## config.mk

```make
export PLATFORM = sky130hd
export DESIGN_NAME = ues_top
export DESIGN_NICKNAME = d
export VERILOG_FILES = /design/src/ues_pkg.sv /design/src/ues_reg_if.sv /design/src/ues_cts_sync.sv /design/src/ues_ahb_slave.sv /design/src/ues_top.sv
export VERILOG_INCLUDE_DIRS = /design/src /design/src/src
export SDC_FILE = /design/constraint.sdc
export NUM_CORES = 1
export LEC_CHECK = 0
export BUFFER_PORTS_ARGS = -buffer_cell sky130_fd_sc_hd__buf_2
export CAP_MARGIN = 20
export CORE_ASPECT_RATIO = 1.1
export CORE_MARGIN = 2
export CORE_UTILIZATION = 35
export DETAILED_ROUTE_END_ITERATION = 10
export GPL_TIMING_DRIVEN = 0
export PLACE_DENSITY = 0.67
export SLEW_MARGIN = 30
export SYNTH_ARGS = -nofsm -noshare
export SYNTH_HDL_FRONTEND = slang
export SYNTH_SLANG_ARGS = --single-unit
```

## constraint.sdc

```tcl
create_clock -name hclk -period 1.8 [get_ports hclk]
set_input_delay 0.36 -clock hclk [delete_from_list [all_inputs] [get_ports hclk]]
set_output_delay 0.36 -clock hclk [all_outputs]
set_load 0.005 [all_outputs]
```

## src/ues_cfg.svh

```systemverilog
// Purpose: Offsets, field positions and reset values of the event/shortcut registers.
// Assumes: Byte addresses, word aligned, decoded on the low 12 address bits.
// Notes: Definitions only.
`ifndef UES_CFG_SVH
`define UES_CFG_SVH
`define UES_ADDR_W 12
`define UES_OFS_FLOW_ON 12'h100
`define UES_OFS_FLOW_OFF 12'h104
`define UES_OFS_RX_READY 12'h108
`define UES_OFS_TX_DONE 12'h11c
`define UES_OFS_ERROR 12'h124
`define UES_OFS_RX_TIMEOUT 12'h144
`define UES_OFS_EVENT_TASK_SHORTCUTS 12'h200
`define UES_OFS_IRQ_STATUS 12'h400
`define UES_OFS_IRQ_MASK 12'h404
`define UES_NUM_EV 6
`define UES_EV_FLOW_ON 0
`define UES_EV_FLOW_OFF 1
`define UES_EV_RX_READY 2
`define UES_EV_TX_DONE 3
`define UES_EV_ERROR 4
`define UES_EV_RX_TIMEOUT 5
`define UES_SHORT_START_BIT 0
`define UES_SHORT_STOP_BIT 1
`define UES_RST_FLAG 1'h0
`define UES_RST_EVENT_TASK_SHORTCUTS 2'h0
`define UES_RST_EV6 6'h00
`define UES_RST_WORD 32'h0000_0000
`define UES_CTS_IDLE 1'h1
`define UES_HTRANS_NONSEQ_BIT 1
`endif

```

## src/ues_pkg.sv

```systemverilog
// Purpose: Types shared by the event/shortcut register block.
// Assumes: Constants live in ues_cfg.svh.
// Notes: Bus slave state only.
package ues_pkg;
  // Bus slave phase
  typedef enum logic [0:0] {
    UES_BUS_IDLE,
    UES_BUS_RD
  } ues_bus_state_t;
endpackage : ues_pkg

```

## src/ues_reg_if.sv

```systemverilog
// Purpose: Carrier between the AHB-Lite slave and the register file.
// Assumes: One strobe per access, all on hclk.
// Notes: rdata is combinational from the register file.
`timescale 1ns/100ps
interface ues_reg_if;
  logic wr_en;
  logic rd_en;
  logic [11:0] addr;
  logic [31:0] wdata;
  logic [31:0] rdata;
  // Bus end drives strobes
  modport bus (output wr_en, output rd_en, output addr, output wdata, input rdata);
  // Register end answers
  modport regs (input wr_en, input rd_en, input addr, input wdata, output rdata);
endinterface : ues_reg_if

```

## src/ues_cts_sync.sv

```systemverilog
// Purpose: Synchronise the clear-to-send pin and detect its edges.
// Assumes: Pin is asynchronous to hclk, active low.
// Notes: Pulses are one hclk cycle, one to two cycles after the pin moves.
`timescale 1ns/100ps
`include "ues_cfg.svh"
module ues_cts_sync (
  // Clock and reset
  input wire logic hclk,
  input wire logic hresetn,
  // Pin
  input wire logic cts_n,
  // Edge pulses
  output logic flow_on_pulse,
  output logic flow_off_pulse
);
  logic sync1_ff;
  logic sync2_ff;
  logic prev_ff;

  // Two-stage synchroniser plus history; idle level avoids a false edge at reset
  always_ff @(posedge hclk or negedge hresetn) begin
    if (!hresetn) begin
      sync1_ff <= `UES_CTS_IDLE;
      sync2_ff <= `UES_CTS_IDLE;
      prev_ff <= `UES_CTS_IDLE;
    end else begin
      sync1_ff <= cts_n;
      sync2_ff <= sync1_ff;
      prev_ff <= sync2_ff;
    end
  end

  // Falling edge is activation, rising edge is deactivation
  assign flow_on_pulse = prev_ff & ~sync2_ff;
  assign flow_off_pulse = ~prev_ff & sync2_ff;
endmodule : ues_cts_sync

```

## src/ues_ahb_slave.sv

```systemverilog
// Purpose: AHB-Lite slave front end of the event/shortcut registers.
// Assumes: Single word transfers; response always OKAY.
// Notes: Writes take no wait state, reads take one so read data comes from a flop.
`timescale 1ns/100ps
`include "ues_cfg.svh"
module ues_ahb_slave
  import ues_pkg::*;
(
  // Clock and reset
  input wire logic hclk,
  input wire logic hresetn,
  // AHB-Lite slave pins
  input wire logic hsel,
  input wire logic [31:0] haddr,
  input wire logic [1:0] htrans,
  input wire logic hwrite,
  input wire logic hready,
  input wire logic [31:0] hwdata,
  output logic [31:0] hrdata,
  output logic hreadyout,
  output logic hresp,
  // Register side
  ues_reg_if.bus regs
);
  ues_bus_state_t state_ff;
  logic wr_pend_ff;
  logic [11:0] addr_ff;
  logic [31:0] hrdata_ff;
  logic hreadyout_ff;
  logic accept;

  assign accept = hsel & htrans[`UES_HTRANS_NONSEQ_BIT] & hready;

  // Address phase capture and read wait state
  always_ff @(posedge hclk or negedge hresetn) begin
    if (!hresetn) begin
      state_ff <= UES_BUS_IDLE;
      wr_pend_ff <= 1'b0;
      addr_ff <= 12'h000;
      hreadyout_ff <= 1'b1;
    end else if (accept) begin
      addr_ff <= haddr[11:0];
      wr_pend_ff <= hwrite;
      state_ff <= hwrite ? UES_BUS_IDLE : UES_BUS_RD;
      hreadyout_ff <= hwrite;
    end else begin
      wr_pend_ff <= 1'b0;
      state_ff <= UES_BUS_IDLE;
      hreadyout_ff <= 1'b1;
    end
  end

  // Read data sampled after any write in flight has landed
  always_ff @(posedge hclk or negedge hresetn) begin
    if (!hresetn) begin
      hrdata_ff <= `UES_RST_WORD;
    end else if (state_ff == UES_BUS_RD) begin
      hrdata_ff <= regs.rdata;
    end
  end

  assign regs.wr_en = wr_pend_ff;
  assign regs.rd_en = (state_ff == UES_BUS_RD);
  assign regs.addr = addr_ff;
  assign regs.wdata = hwdata;
  assign hrdata = hrdata_ff;
  assign hreadyout = hreadyout_ff;
  assign hresp = 1'b0;
endmodule : ues_ahb_slave

```

## src/ues_top.sv

```systemverilog
// Purpose: Event flags, interrupt status and event-to-task shortcuts of a UART.
// Assumes: Datapath indications are one-cycle pulses on hclk; cts_n is a raw pin.
// Notes: Registers sit on AHB-Lite; all outputs are registered.
// Function
// - The flow-on flag goes to 1 when the clear-to-send pin goes low, and reads 0 before unless software writes 1.
// - The flow-off flag goes to 1 when the clear-to-send pin goes high.
// - The receive-ready flag goes to 1 when a received byte lands in the holding register.
// - The transmit-done flag goes to 1 when the held byte has left on the line.
// - The error flag goes to 1 on each detected reception error and otherwise changes only by a software write.
// - With shortcut bit 0 set, each flow-on event starts the receiver, otherwise never.
// - With shortcut bit 1 set, each flow-off event stops the receiver, otherwise never.
`timescale 1ns/100ps
`include "ues_cfg.svh"
module ues_top
  import ues_pkg::*;
(
  // Clock and reset
  input wire logic hclk,
  input wire logic hresetn,
  // AHB-Lite slave
  input wire logic hsel,
  input wire logic [31:0] haddr,
  input wire logic [1:0] htrans,
  input wire logic [2:0] hsize,
  input wire logic hwrite,
  input wire logic hready,
  input wire logic [31:0] hwdata,
  output logic [31:0] hrdata,
  output logic hreadyout,
  output logic hresp,
  // Flow control pin from the remote peer
  input wire logic cts_n,
  // Indications from the serial datapath
  input wire logic rx_byte_stored,
  input wire logic tx_byte_sent,
  input wire logic rx_error_seen,
  input wire logic rx_timeout_seen,
  // Tasks to the serial datapath
  output logic receiver_start_task,
  output logic receiver_stop_task,
  // Interrupt
  output logic irq
);
  ues_reg_if bus_if ();

  logic flow_on_pulse;
  logic flow_off_pulse;
  logic [`UES_NUM_EV-1:0] ev;
  logic [`UES_NUM_EV-1:0] event_flag_ff;
  logic [`UES_NUM_EV-1:0] irq_status_ff;
  logic [`UES_NUM_EV-1:0] irq_mask_ff;
  logic [1:0] event_task_shortcuts_ff;
  logic receiver_start_task_ff;
  logic receiver_stop_task_ff;
  logic irq_ff;
  logic status_read;
  logic mask_write;
  logic event_task_shortcuts_write;
  logic [31:0] nxt_rdata;

  // Word size is the only one used, so hsize is not decoded
  logic hsize_unused;
  assign hsize_unused = ^hsize;

  // Byte offset of each event flag, indexed as the event vector
  localparam logic [11:0] EV_OFS [`UES_NUM_EV] = '{
    `UES_OFS_FLOW_ON,
    `UES_OFS_FLOW_OFF,
    `UES_OFS_RX_READY,
    `UES_OFS_TX_DONE,
    `UES_OFS_ERROR,
    `UES_OFS_RX_TIMEOUT
  };

  // Bus front end
  ues_ahb_slave u_slave (
    .hclk(hclk),
    .hresetn(hresetn),
    .hsel(hsel),
    .haddr(haddr),
    .htrans(htrans),
    .hwrite(hwrite),
    .hready(hready),
    .hwdata(hwdata),
    .hrdata(hrdata),
    .hreadyout(hreadyout),
    .hresp(hresp),
    .regs(bus_if.bus)
  );

  // Pin synchroniser and edge detector
  ues_cts_sync u_cts (
    .hclk(hclk),
    .hresetn(hresetn),
    .cts_n(cts_n),
    .flow_on_pulse(flow_on_pulse),
    .flow_off_pulse(flow_off_pulse)
  );

  // Event sources; datapath pulses share hclk so they need no synchroniser
  always_comb begin
    ev = `UES_RST_EV6;
    ev[`UES_EV_FLOW_ON] = flow_on_pulse;
    ev[`UES_EV_FLOW_OFF] = flow_off_pulse;
    ev[`UES_EV_RX_READY] = rx_byte_stored;
    ev[`UES_EV_TX_DONE] = tx_byte_sent;
    ev[`UES_EV_ERROR] = rx_error_seen;
    ev[`UES_EV_RX_TIMEOUT] = rx_timeout_seen;
  end

  // Register strobes decoded from the bus carrier
  assign status_read = bus_if.rd_en & (bus_if.addr == `UES_OFS_IRQ_STATUS);
  assign mask_write = bus_if.wr_en & (bus_if.addr == `UES_OFS_IRQ_MASK);
  assign event_task_shortcuts_write = bus_if.wr_en & (bus_if.addr == `UES_OFS_EVENT_TASK_SHORTCUTS);

  // Per-event flag and sticky status; an event in the clearing cycle wins
  genvar gi;
  generate
    for (gi = 0; gi < `UES_NUM_EV; gi++) begin : g_ev
      // Flag: set by hardware, written by software in bit 0
      always_ff @(posedge hclk or negedge hresetn) begin
        if (!hresetn) begin
          event_flag_ff[gi] <= `UES_RST_FLAG;
        end else if (ev[gi]) begin
          event_flag_ff[gi] <= 1'b1;
        end else if (bus_if.wr_en && (bus_if.addr == EV_OFS[gi])) begin
          event_flag_ff[gi] <= bus_if.wdata[0];
        end
      end

      // Interrupt status: cleared by reading it, independent of the flag
      always_ff @(posedge hclk or negedge hresetn) begin
        if (!hresetn) begin
          irq_status_ff[gi] <= `UES_RST_FLAG;
        end else if (ev[gi]) begin
          irq_status_ff[gi] <= 1'b1;
        end else if (status_read) begin
          irq_status_ff[gi] <= 1'b0;
        end
      end
    end
  endgenerate

  // Interrupt mask, same layout as the status
  always_ff @(posedge hclk or negedge hresetn) begin
    if (!hresetn) begin
      irq_mask_ff <= `UES_RST_EV6;
    end else if (mask_write) begin
      irq_mask_ff <= bus_if.wdata[`UES_NUM_EV-1:0];
    end
  end

  // Shortcut enables
  always_ff @(posedge hclk or negedge hresetn) begin
    if (!hresetn) begin
      event_task_shortcuts_ff <= `UES_RST_EVENT_TASK_SHORTCUTS;
    end else if (event_task_shortcuts_write) begin
      event_task_shortcuts_ff <= bus_if.wdata[1:0];
    end
  end

  // Tasks fired from events; registered so the datapath sees a clean one-cycle pulse
  always_ff @(posedge hclk or negedge hresetn) begin
    if (!hresetn) begin
      receiver_start_task_ff <= 1'b0;
      receiver_stop_task_ff <= 1'b0;
    end else begin
      receiver_start_task_ff <= flow_on_pulse &
        event_task_shortcuts_ff[`UES_SHORT_START_BIT];
      receiver_stop_task_ff <= flow_off_pulse &
        event_task_shortcuts_ff[`UES_SHORT_STOP_BIT];
    end
  end

  // Level interrupt; one cycle behind the status, the price of a flopped output
  always_ff @(posedge hclk or negedge hresetn) begin
    if (!hresetn) begin
      irq_ff <= 1'b0;
    end else begin
      irq_ff <= |(irq_status_ff & irq_mask_ff);
    end
  end

  // Read mux; unmapped offsets and reserved bits read as zero
  always_comb begin
    nxt_rdata = `UES_RST_WORD;
    unique case (bus_if.addr)
      `UES_OFS_FLOW_ON: nxt_rdata[0] = event_flag_ff[`UES_EV_FLOW_ON];
      `UES_OFS_FLOW_OFF: nxt_rdata[0] = event_flag_ff[`UES_EV_FLOW_OFF];
      `UES_OFS_RX_READY: nxt_rdata[0] = event_flag_ff[`UES_EV_RX_READY];
      `UES_OFS_TX_DONE: nxt_rdata[0] = event_flag_ff[`UES_EV_TX_DONE];
      `UES_OFS_ERROR: nxt_rdata[0] = event_flag_ff[`UES_EV_ERROR];
      `UES_OFS_RX_TIMEOUT: nxt_rdata[0] = event_flag_ff[`UES_EV_RX_TIMEOUT];
      `UES_OFS_EVENT_TASK_SHORTCUTS: nxt_rdata[1:0] = event_task_shortcuts_ff;
      `UES_OFS_IRQ_STATUS: nxt_rdata[`UES_NUM_EV-1:0] = irq_status_ff;
      `UES_OFS_IRQ_MASK: nxt_rdata[`UES_NUM_EV-1:0] = irq_mask_ff;
      default: nxt_rdata = `UES_RST_WORD;
    endcase
  end
  assign bus_if.rdata = nxt_rdata;

  // Outputs straight from flops
  assign receiver_start_task = receiver_start_task_ff;
  assign receiver_stop_task = receiver_stop_task_ff;
  assign irq = irq_ff;

  // Flow-on edge raises its flag one cycle later
  a_flow_on_flag: assert property (
    @(posedge hclk) disable iff (!hresetn)
    flow_on_pulse |=> event_flag_ff[`UES_EV_FLOW_ON])
    else $error("flow-on flag not set after pin fell");

  // Flow-on flag never rises without its edge or a write
  a_flow_on_cause: assert property (
    @(posedge hclk) disable iff (!hresetn)
    $rose(event_flag_ff[`UES_EV_FLOW_ON]) |->
      ($past(flow_on_pulse) || $past(bus_if.wr_en)))
    else $error("flow-on flag rose without cause");

  // Flow-off edge raises its flag
  a_flow_off_flag: assert property (
    @(posedge hclk) disable iff (!hresetn)
    flow_off_pulse |=> event_flag_ff[`UES_EV_FLOW_OFF])
    else $error("flow-off flag not set after pin rose");

  // Stored byte raises the receive-ready flag and status
  a_rx_ready_flag: assert property (
    @(posedge hclk) disable iff (!hresetn)
    rx_byte_stored |=> (event_flag_ff[`UES_EV_RX_READY] && irq_status_ff[`UES_EV_RX_READY]))
    else $error("receive-ready flag or status missing");

  // Sent byte raises the transmit-done flag
  a_tx_done_flag: assert property (
    @(posedge hclk) disable iff (!hresetn)
    tx_byte_sent |=> event_flag_ff[`UES_EV_TX_DONE])
    else $error("transmit-done flag not set");

  // Error flag rises only on an error or a software write
  a_error_flag: assert property (
    @(posedge hclk) disable iff (!hresetn)
    $rose(event_flag_ff[`UES_EV_ERROR]) |->
      ($past(rx_error_seen) || $past(bus_if.wr_en && bus_if.wdata[0])))
    else $error("error flag rose without an error");

  // Start shortcut follows the enable bit both ways
  a_start_short: assert property (
    @(posedge hclk) disable iff (!hresetn)
    flow_on_pulse |=>
      (receiver_start_task == $past(event_task_shortcuts_ff[`UES_SHORT_START_BIT])))
    else $error("receiver start does not follow its shortcut");

  // No stray stop: no stop task without a flow-off edge
  a_stop_short: assert property (
    @(posedge hclk) disable iff (!hresetn)
    !flow_off_pulse |=> !receiver_stop_task)
    else $error("receiver stop without flow-off event");

  // Stop fires on an enabled flow-off edge
  a_stop_fires: assert property (
    @(posedge hclk) disable iff (!hresetn)
    (flow_off_pulse && event_task_shortcuts_ff[`UES_SHORT_STOP_BIT]) |=> receiver_stop_task)
    else $error("enabled stop shortcut did not fire");

  // Writing 0 to a quiet flag clears it and it stays clear while quiet
  a_flag_write_clear: assert property (
    @(posedge hclk) disable iff (!hresetn)
    (bus_if.wr_en && bus_if.addr == `UES_OFS_TX_DONE && !bus_if.wdata[0] && !tx_byte_sent)
      ##1 (!tx_byte_sent && !(bus_if.wr_en && bus_if.addr == `UES_OFS_TX_DONE))
      |=> !event_flag_ff[`UES_EV_TX_DONE])
    else $error("transmit-done flag survived a write of zero");

  // Interrupt level tracks masked status one cycle behind
  a_irq_level: assert property (
    @(posedge hclk) disable iff (!hresetn)
    irq == $past(|(irq_status_ff & irq_mask_ff)))
    else $error("interrupt level does not match masked status");

  // Flow-off flag never rises without its edge or a write
  a_flow_off_cause: assert property (
    @(posedge hclk) disable iff (!hresetn)
    $rose(event_flag_ff[`UES_EV_FLOW_OFF]) |-> ($past(flow_off_pulse) || $past(bus_if.wr_en)))
    else $error("flow-off flag rose without cause");

  // Receive-ready flag rises only on a stored byte or a write
  a_rx_ready_cause: assert property (
    @(posedge hclk) disable iff (!hresetn)
    $rose(event_flag_ff[`UES_EV_RX_READY]) |-> ($past(rx_byte_stored) || $past(bus_if.wr_en)))
    else $error("receive-ready flag rose without cause");

  // Transmit-done flag rises only on a sent byte or a write
  a_tx_done_cause: assert property (
    @(posedge hclk) disable iff (!hresetn)
    $rose(event_flag_ff[`UES_EV_TX_DONE]) |-> ($past(tx_byte_sent) || $past(bus_if.wr_en)))
    else $error("transmit-done flag rose without cause");

  // Each detected error raises the error flag
  a_error_set: assert property (
    @(posedge hclk) disable iff (!hresetn)
    rx_error_seen |=> event_flag_ff[`UES_EV_ERROR])
    else $error("error flag not set after an error");

  // No receiver start without a flow-on edge
  a_start_quiet: assert property (
    @(posedge hclk) disable iff (!hresetn)
    !flow_on_pulse |=> !receiver_start_task)
    else $error("receiver start without flow-on event");

  // Disabled stop shortcut never stops the receiver
  a_stop_disabled: assert property (
    @(posedge hclk) disable iff (!hresetn)
    (flow_off_pulse && !event_task_shortcuts_ff[`UES_SHORT_STOP_BIT]) |=> !receiver_stop_task)
    else $error("disabled stop shortcut fired");

  // Writing 1 to a flag sets it
  a_flag_write_one: assert property (
    @(posedge hclk) disable iff (!hresetn)
    (bus_if.wr_en && bus_if.addr == `UES_OFS_RX_READY && bus_if.wdata[0])
      |=> event_flag_ff[`UES_EV_RX_READY])
    else $error("receive-ready flag not set by a write of one");

  // A set flag stays set until software writes its word
  a_flag_sticky: assert property (
    @(posedge hclk) disable iff (!hresetn)
    (event_flag_ff[`UES_EV_FLOW_ON] && !(bus_if.wr_en && bus_if.addr == `UES_OFS_FLOW_ON))
      |=> event_flag_ff[`UES_EV_FLOW_ON])
    else $error("flow-on flag dropped without a write");

  // Reading the status with no event pending clears every bit
  a_status_clear: assert property (
    @(posedge hclk) disable iff (!hresetn)
    (status_read && (ev == `UES_RST_EV6)) |=> (irq_status_ff == `UES_RST_EV6))
    else $error("interrupt status not cleared by its read");

  // Receiver timeout raises its flag
  a_rx_timeout_flag: assert property (
    @(posedge hclk) disable iff (!hresetn)
    rx_timeout_seen |=> event_flag_ff[`UES_EV_RX_TIMEOUT])
    else $error("receiver timeout flag not set");

  // A read wait state lasts exactly one cycle
  a_read_wait: assert property (
    @(posedge hclk) disable iff (!hresetn)
    !hreadyout |=> hreadyout)
    else $error("read wait state longer than one cycle");

  // The pin edge detector never reports both edges at once
  a_cts_edges: assert property (
    @(posedge hclk) disable iff (!hresetn)
    !(flow_on_pulse && flow_off_pulse))
    else $error("both pin edges reported in one cycle");
endmodule : ues_top

```

==> results <==
- For the worst setup path, the data required time is 1990 ps.
- The end of the worst register-to-register path is event_task_shortcuts_ff[1].
- The synthesized design contains 47 register bits.
- The area of the die is around 0.0072 mm2.
- The area of the core is 0.006269 mm2.
- The max-slew violation total from the final report is 0.
- The final instance count without filler cells is ~350.
- The boundary pin count is 116.
- The clock-pin slew reported for the worst setup and hold paths after clock tree synthesis is around 80 ps.
- The kind of critical path is register to register.
- In the layout the commonest cells are 43 x sky130_fd_sc_hd__dfrtp_1, 38 x sky130_fd_sc_hd__buf_2, 35 x sky130_fd_sc_hd__buf_4.
- The relative max-transition margin is a little under three fifths.
- The starting density of the core is between 30% and 40%.
- The launching point of the worst reg2reg path is u_slave.regs.addr[0].
- The post-layout worst setup margin is -58.74 ps.
- The number of enable flip-flop cells after synthesis is 0.
- The slack of the worst reg-to-reg path is -60 ps.
- In the global route stage, overall resource usage came out at approximately 14%.
- The die width is approximately 81 um.
- The transition time of the tightest slew-check pin is roughly 650 ps.
- The summed instance area of the synthesized netlist is about 0.0023 mm2.
- TritonCTS created 5 clock buffers.
- The diode insertion count for antenna repair is 0.
- After detailed routing, the number of vias per cell comes to 4.724.
- In the synthesized netlist the async set-or-reset flop fraction comes to 100.0%.
- The worst setup path is launched from a register.
- Dividing total power by cell area gives a power density of 884.6 mW/mm2.
- The final setup skew is 5.610 ps.
- For this block, the initial DRC count from the detailed router was between 70 and 80.
- The wire length of the first global-routing pass is roughly 7600 um.
- In this run the worst hold path is classified as input pin to async pin.
- The final critical path takes up 103.3% of the cycle.
- Across the VDD grid, the largest voltage drop is approximately 560 uV.
- The largest single stage delay on the critical path is 590 ps.
- The library cell used most frequently in the layout, excluding fill and tap cells, is sky130_fd_sc_hd__dfrtp_1.
- The leakage dissipation is 1.360 nW.
- The clock net in this run drives a total of 47 sinks.
- The distinct cell type count after synthesis is 47.
- Counting along the longest clock path gives a buffer depth of 2.
- The minimum clock period is 1859 ps.
- Of the cells placed in the final design, the portion with a size suffix greater than 1 is between 40 and 50%.
- For this run, the register share of the synthesized area comes to roughly 52%.
- The number of detailed-routing iterations run before antenna repair is 4.
- Along the worst path, the maximum fanout reaches 5.
- The Yosys warning count is 0.
- For this block, the routed nets add up to between 4000 and 5000 um of wire.
- TritonCTS built the clock tree.
- The fmax is approximately 540 MHz.
- The signed area change from the synthesized netlist to the final layout is 28.14%.
- The number of design rule violations left after detail routing is 0.
- Detailed placement ended at an HPWL of around 3400 um.
- Setup repair after global routing could not meet its margin everywhere.
- Counting every instance in the synthesized netlist gives between 150 and 200.
- The standard-cell row count is 30.
- The share of the core filled with cells in the final layout is a little under half.
- The number of antenna violations at the first check in global routing is 0.
- For the worst-skew pair, the clock arrives at the later sink with an insertion delay of around 290 ps.
- The H-tree level count is 2.
- The most used flip-flop cell after synthesis is sky130_fd_sc_hd__dfrtp_1.
- The quantity of I/O buffers inserted on ports is 38.
- The layout net count is between 300 and 400.
- The worst reg2reg path depth is 4.
- The average wire length per cell after detail routing is roughly 13 um.
- The total of fill cells in the finished design is 588.
- The critical path goes through or4_4 -> nor4_4 -> nand2_2 -> mux2_4.
- The count of antenna-violating nets left after detailed routing is 0.
- STA classifies the critical path endpoint as a register.
- The placer's final routability congestion estimate is between 0.8 and 0.9.
- In the final timing run, aggregate negative setup slack is -484.6 ps.
- Including well taps, the total number of placed cells is approximately 340.
- The via count of the first global-routing pass is about 1600.
- The die boundary height is 88.83 um.
- In this run, post-CTS hold repair placed 0 buffers.
- A synthesized cell averages about 12 um2.
- The largest individual stage delay along the critical path comes from the cell sky130_fd_sc_hd__or4_4.
- Across the run, the number of max-cap violations was 0.
- In this run the clock root is driven by a sky130_fd_sc_hd__clkbuf_8.
- For the worst setup path, the data arrival time is 2040 ps.
- The pin count of the biggest net entering global routing is 48.
- The flow ran to the end, but the final reports show violations.
- The count of final hold-check violations was 0.
- Setup violations remaining at the end of the flow were counted as 18.
- The checks that failed: setup timing.
- Global routing finished with a remaining overflow of 0.
- Detailed routing inserted a total of ~1700 vias.
- The source of the critical timing path is u_slave.regs.addr[0].
worst max-delay path: cells and delay by family, from the launching register on:
| family | cells | cell delay (ps) |
|---|---|---|
| flip-flops | 1 | 390 |
| multiplexers | 1 | 320 |
| AND/OR/NAND/NOR | 3 | 1020 |
how the worst max path moves through the flow:
stage,end,cells past startpoint
2_1_floorplan,event_task_shortcuts_ff[0],5
3_3_place_gp,u_slave.hrdata[2],5
3_5_place_dp,u_slave.hrdata[5],5
4_1_cts,event_task_shortcuts_ff[1],5
5_1_grt,event_task_shortcuts_ff[1],4
6_report,event_task_shortcuts_ff[1],4
per-stage QoR:
| step | setup slack, ps | hold WS [ps] | instance area, um2 | power [mW] |
|---|---|---|---|---|
| 3_3_place_gp | -277.7 | 347.0 | 2678 | 1.645 |
| 6_report | -58.74 | 59.68 | 2934 | 2.596 |
| 4_1_cts | -103.6 | 74.60 | 2927 | 2.624 |
| 2_1_floorplan | 26.66 | 64.41 | 2387 | 1.516 |
| 3_5_place_dp | -280.0 | 346.8 | 2686 | 1.664 |
| 5_1_grt | -134.0 | 92.94 | 2934 | 2.732 |
layer usage:
layer	track usage (%)	routed length (um)	up-vias
met5	0	0	-
met2	23.52	2356	69
li1	-	-	811
met4	5.393	38	0
met3	3.980	354	2
met1	17.35	1940	781
cells in the mapped netlist, types with 2 or more instances:
cell type / instances / area (um2)
sky130_fd_sc_hd__clkbuf_1: 5 / 18.77
sky130_fd_sc_hd__a21oi_1: 4 / 20.02
sky130_fd_sc_hd__nand3_1: 2 / 10.01
sky130_fd_sc_hd__buf_4: 27 / 202.7
sky130_fd_sc_hd__a41oi_1: 2 / 17.52
sky130_fd_sc_hd__mux2_2: 18 / 202.7
sky130_fd_sc_hd__nor4_1: 2 / 12.51
sky130_fd_sc_hd__nor2_1: 13 / 48.80
sky130_fd_sc_hd__nand4_1: 8 / 50.05
sky130_fd_sc_hd__mux2_1: 2 / 22.52
sky130_fd_sc_hd__a211o_1: 4 / 35.03
sky130_fd_sc_hd__nor4b_2: 2 / 30.03
sky130_fd_sc_hd__nor3b_1: 2 / 15.01
sky130_fd_sc_hd__nand4b_1: 2 / 17.52
sky130_fd_sc_hd__o2bb2ai_1: 2 / 17.52
sky130_fd_sc_hd__nor4b_1: 2 / 17.52
sky130_fd_sc_hd__a22oi_1: 7 / 52.55
sky130_fd_sc_hd__or4_4: 2 / 22.52
sky130_fd_sc_hd__nand2_1: 4 / 15.01
sky130_fd_sc_hd__mux2i_1: 2 / 20.02
sky130_fd_sc_hd__a21o_1: 4 / 30.03
sky130_fd_sc_hd__dfstp_2: 4 / 105.1
sky130_fd_sc_hd__inv_1: 7 / 26.28
sky130_fd_sc_hd__dfrtp_1: 43 / 1076
sequential cells by signal (all words and copies together), names as in the netlist, 2 cells and up:
| register | cells |
|---|---|
| u_slave.regs.addr | 12 |
| event_flag_ff | 6 |
| irq_mask_ff | 6 |
| irq_status_ff | 6 |
| u_slave.hrdata | 6 |
| event_task_shortcuts_ff | 2 |
area by class of cell:
type	count	area, um2	area share [%]
multi-input cells	131	1011	34.46
plain buffers	33	226.5	7.719
inverters	7	26.28	0.8955
well taps	80	100.1	3.412
flip-flops and latches	47	1181	40.26
repair buffers	46	256.5	8.742
clock inverters	2	60.06	2.047
clock buffers	6	72.57	2.473
cells by family (layout without fill, tap and decap cells):
kind of cell    Yosys count  after routing  synth area share (%)
simple gates             51             51                 15.52
flops                    47             47                 51.58
buf+inv                  41             94                 11.53
compound gates           31             31                 10.49
mux                      22             22                 10.71
other cells               1             27                0.1638
where the power goes:
group | total, mW | internal [mW] | switching, mW
sequential | 1.22 | 1.15 | 0.0766
combinational | 0.479 | 0.244 | 0.235
clock | 0.892 | 0.555 | 0.337
what timing repair did:
action	in CTS	in global routing
endpoints found under the setup margin	20	23
resized for setup	12	1
hold endpoints to repair	0	0
setup buffers	6	2
pin swaps	3	8
Power figures use the tool's default switching activity.
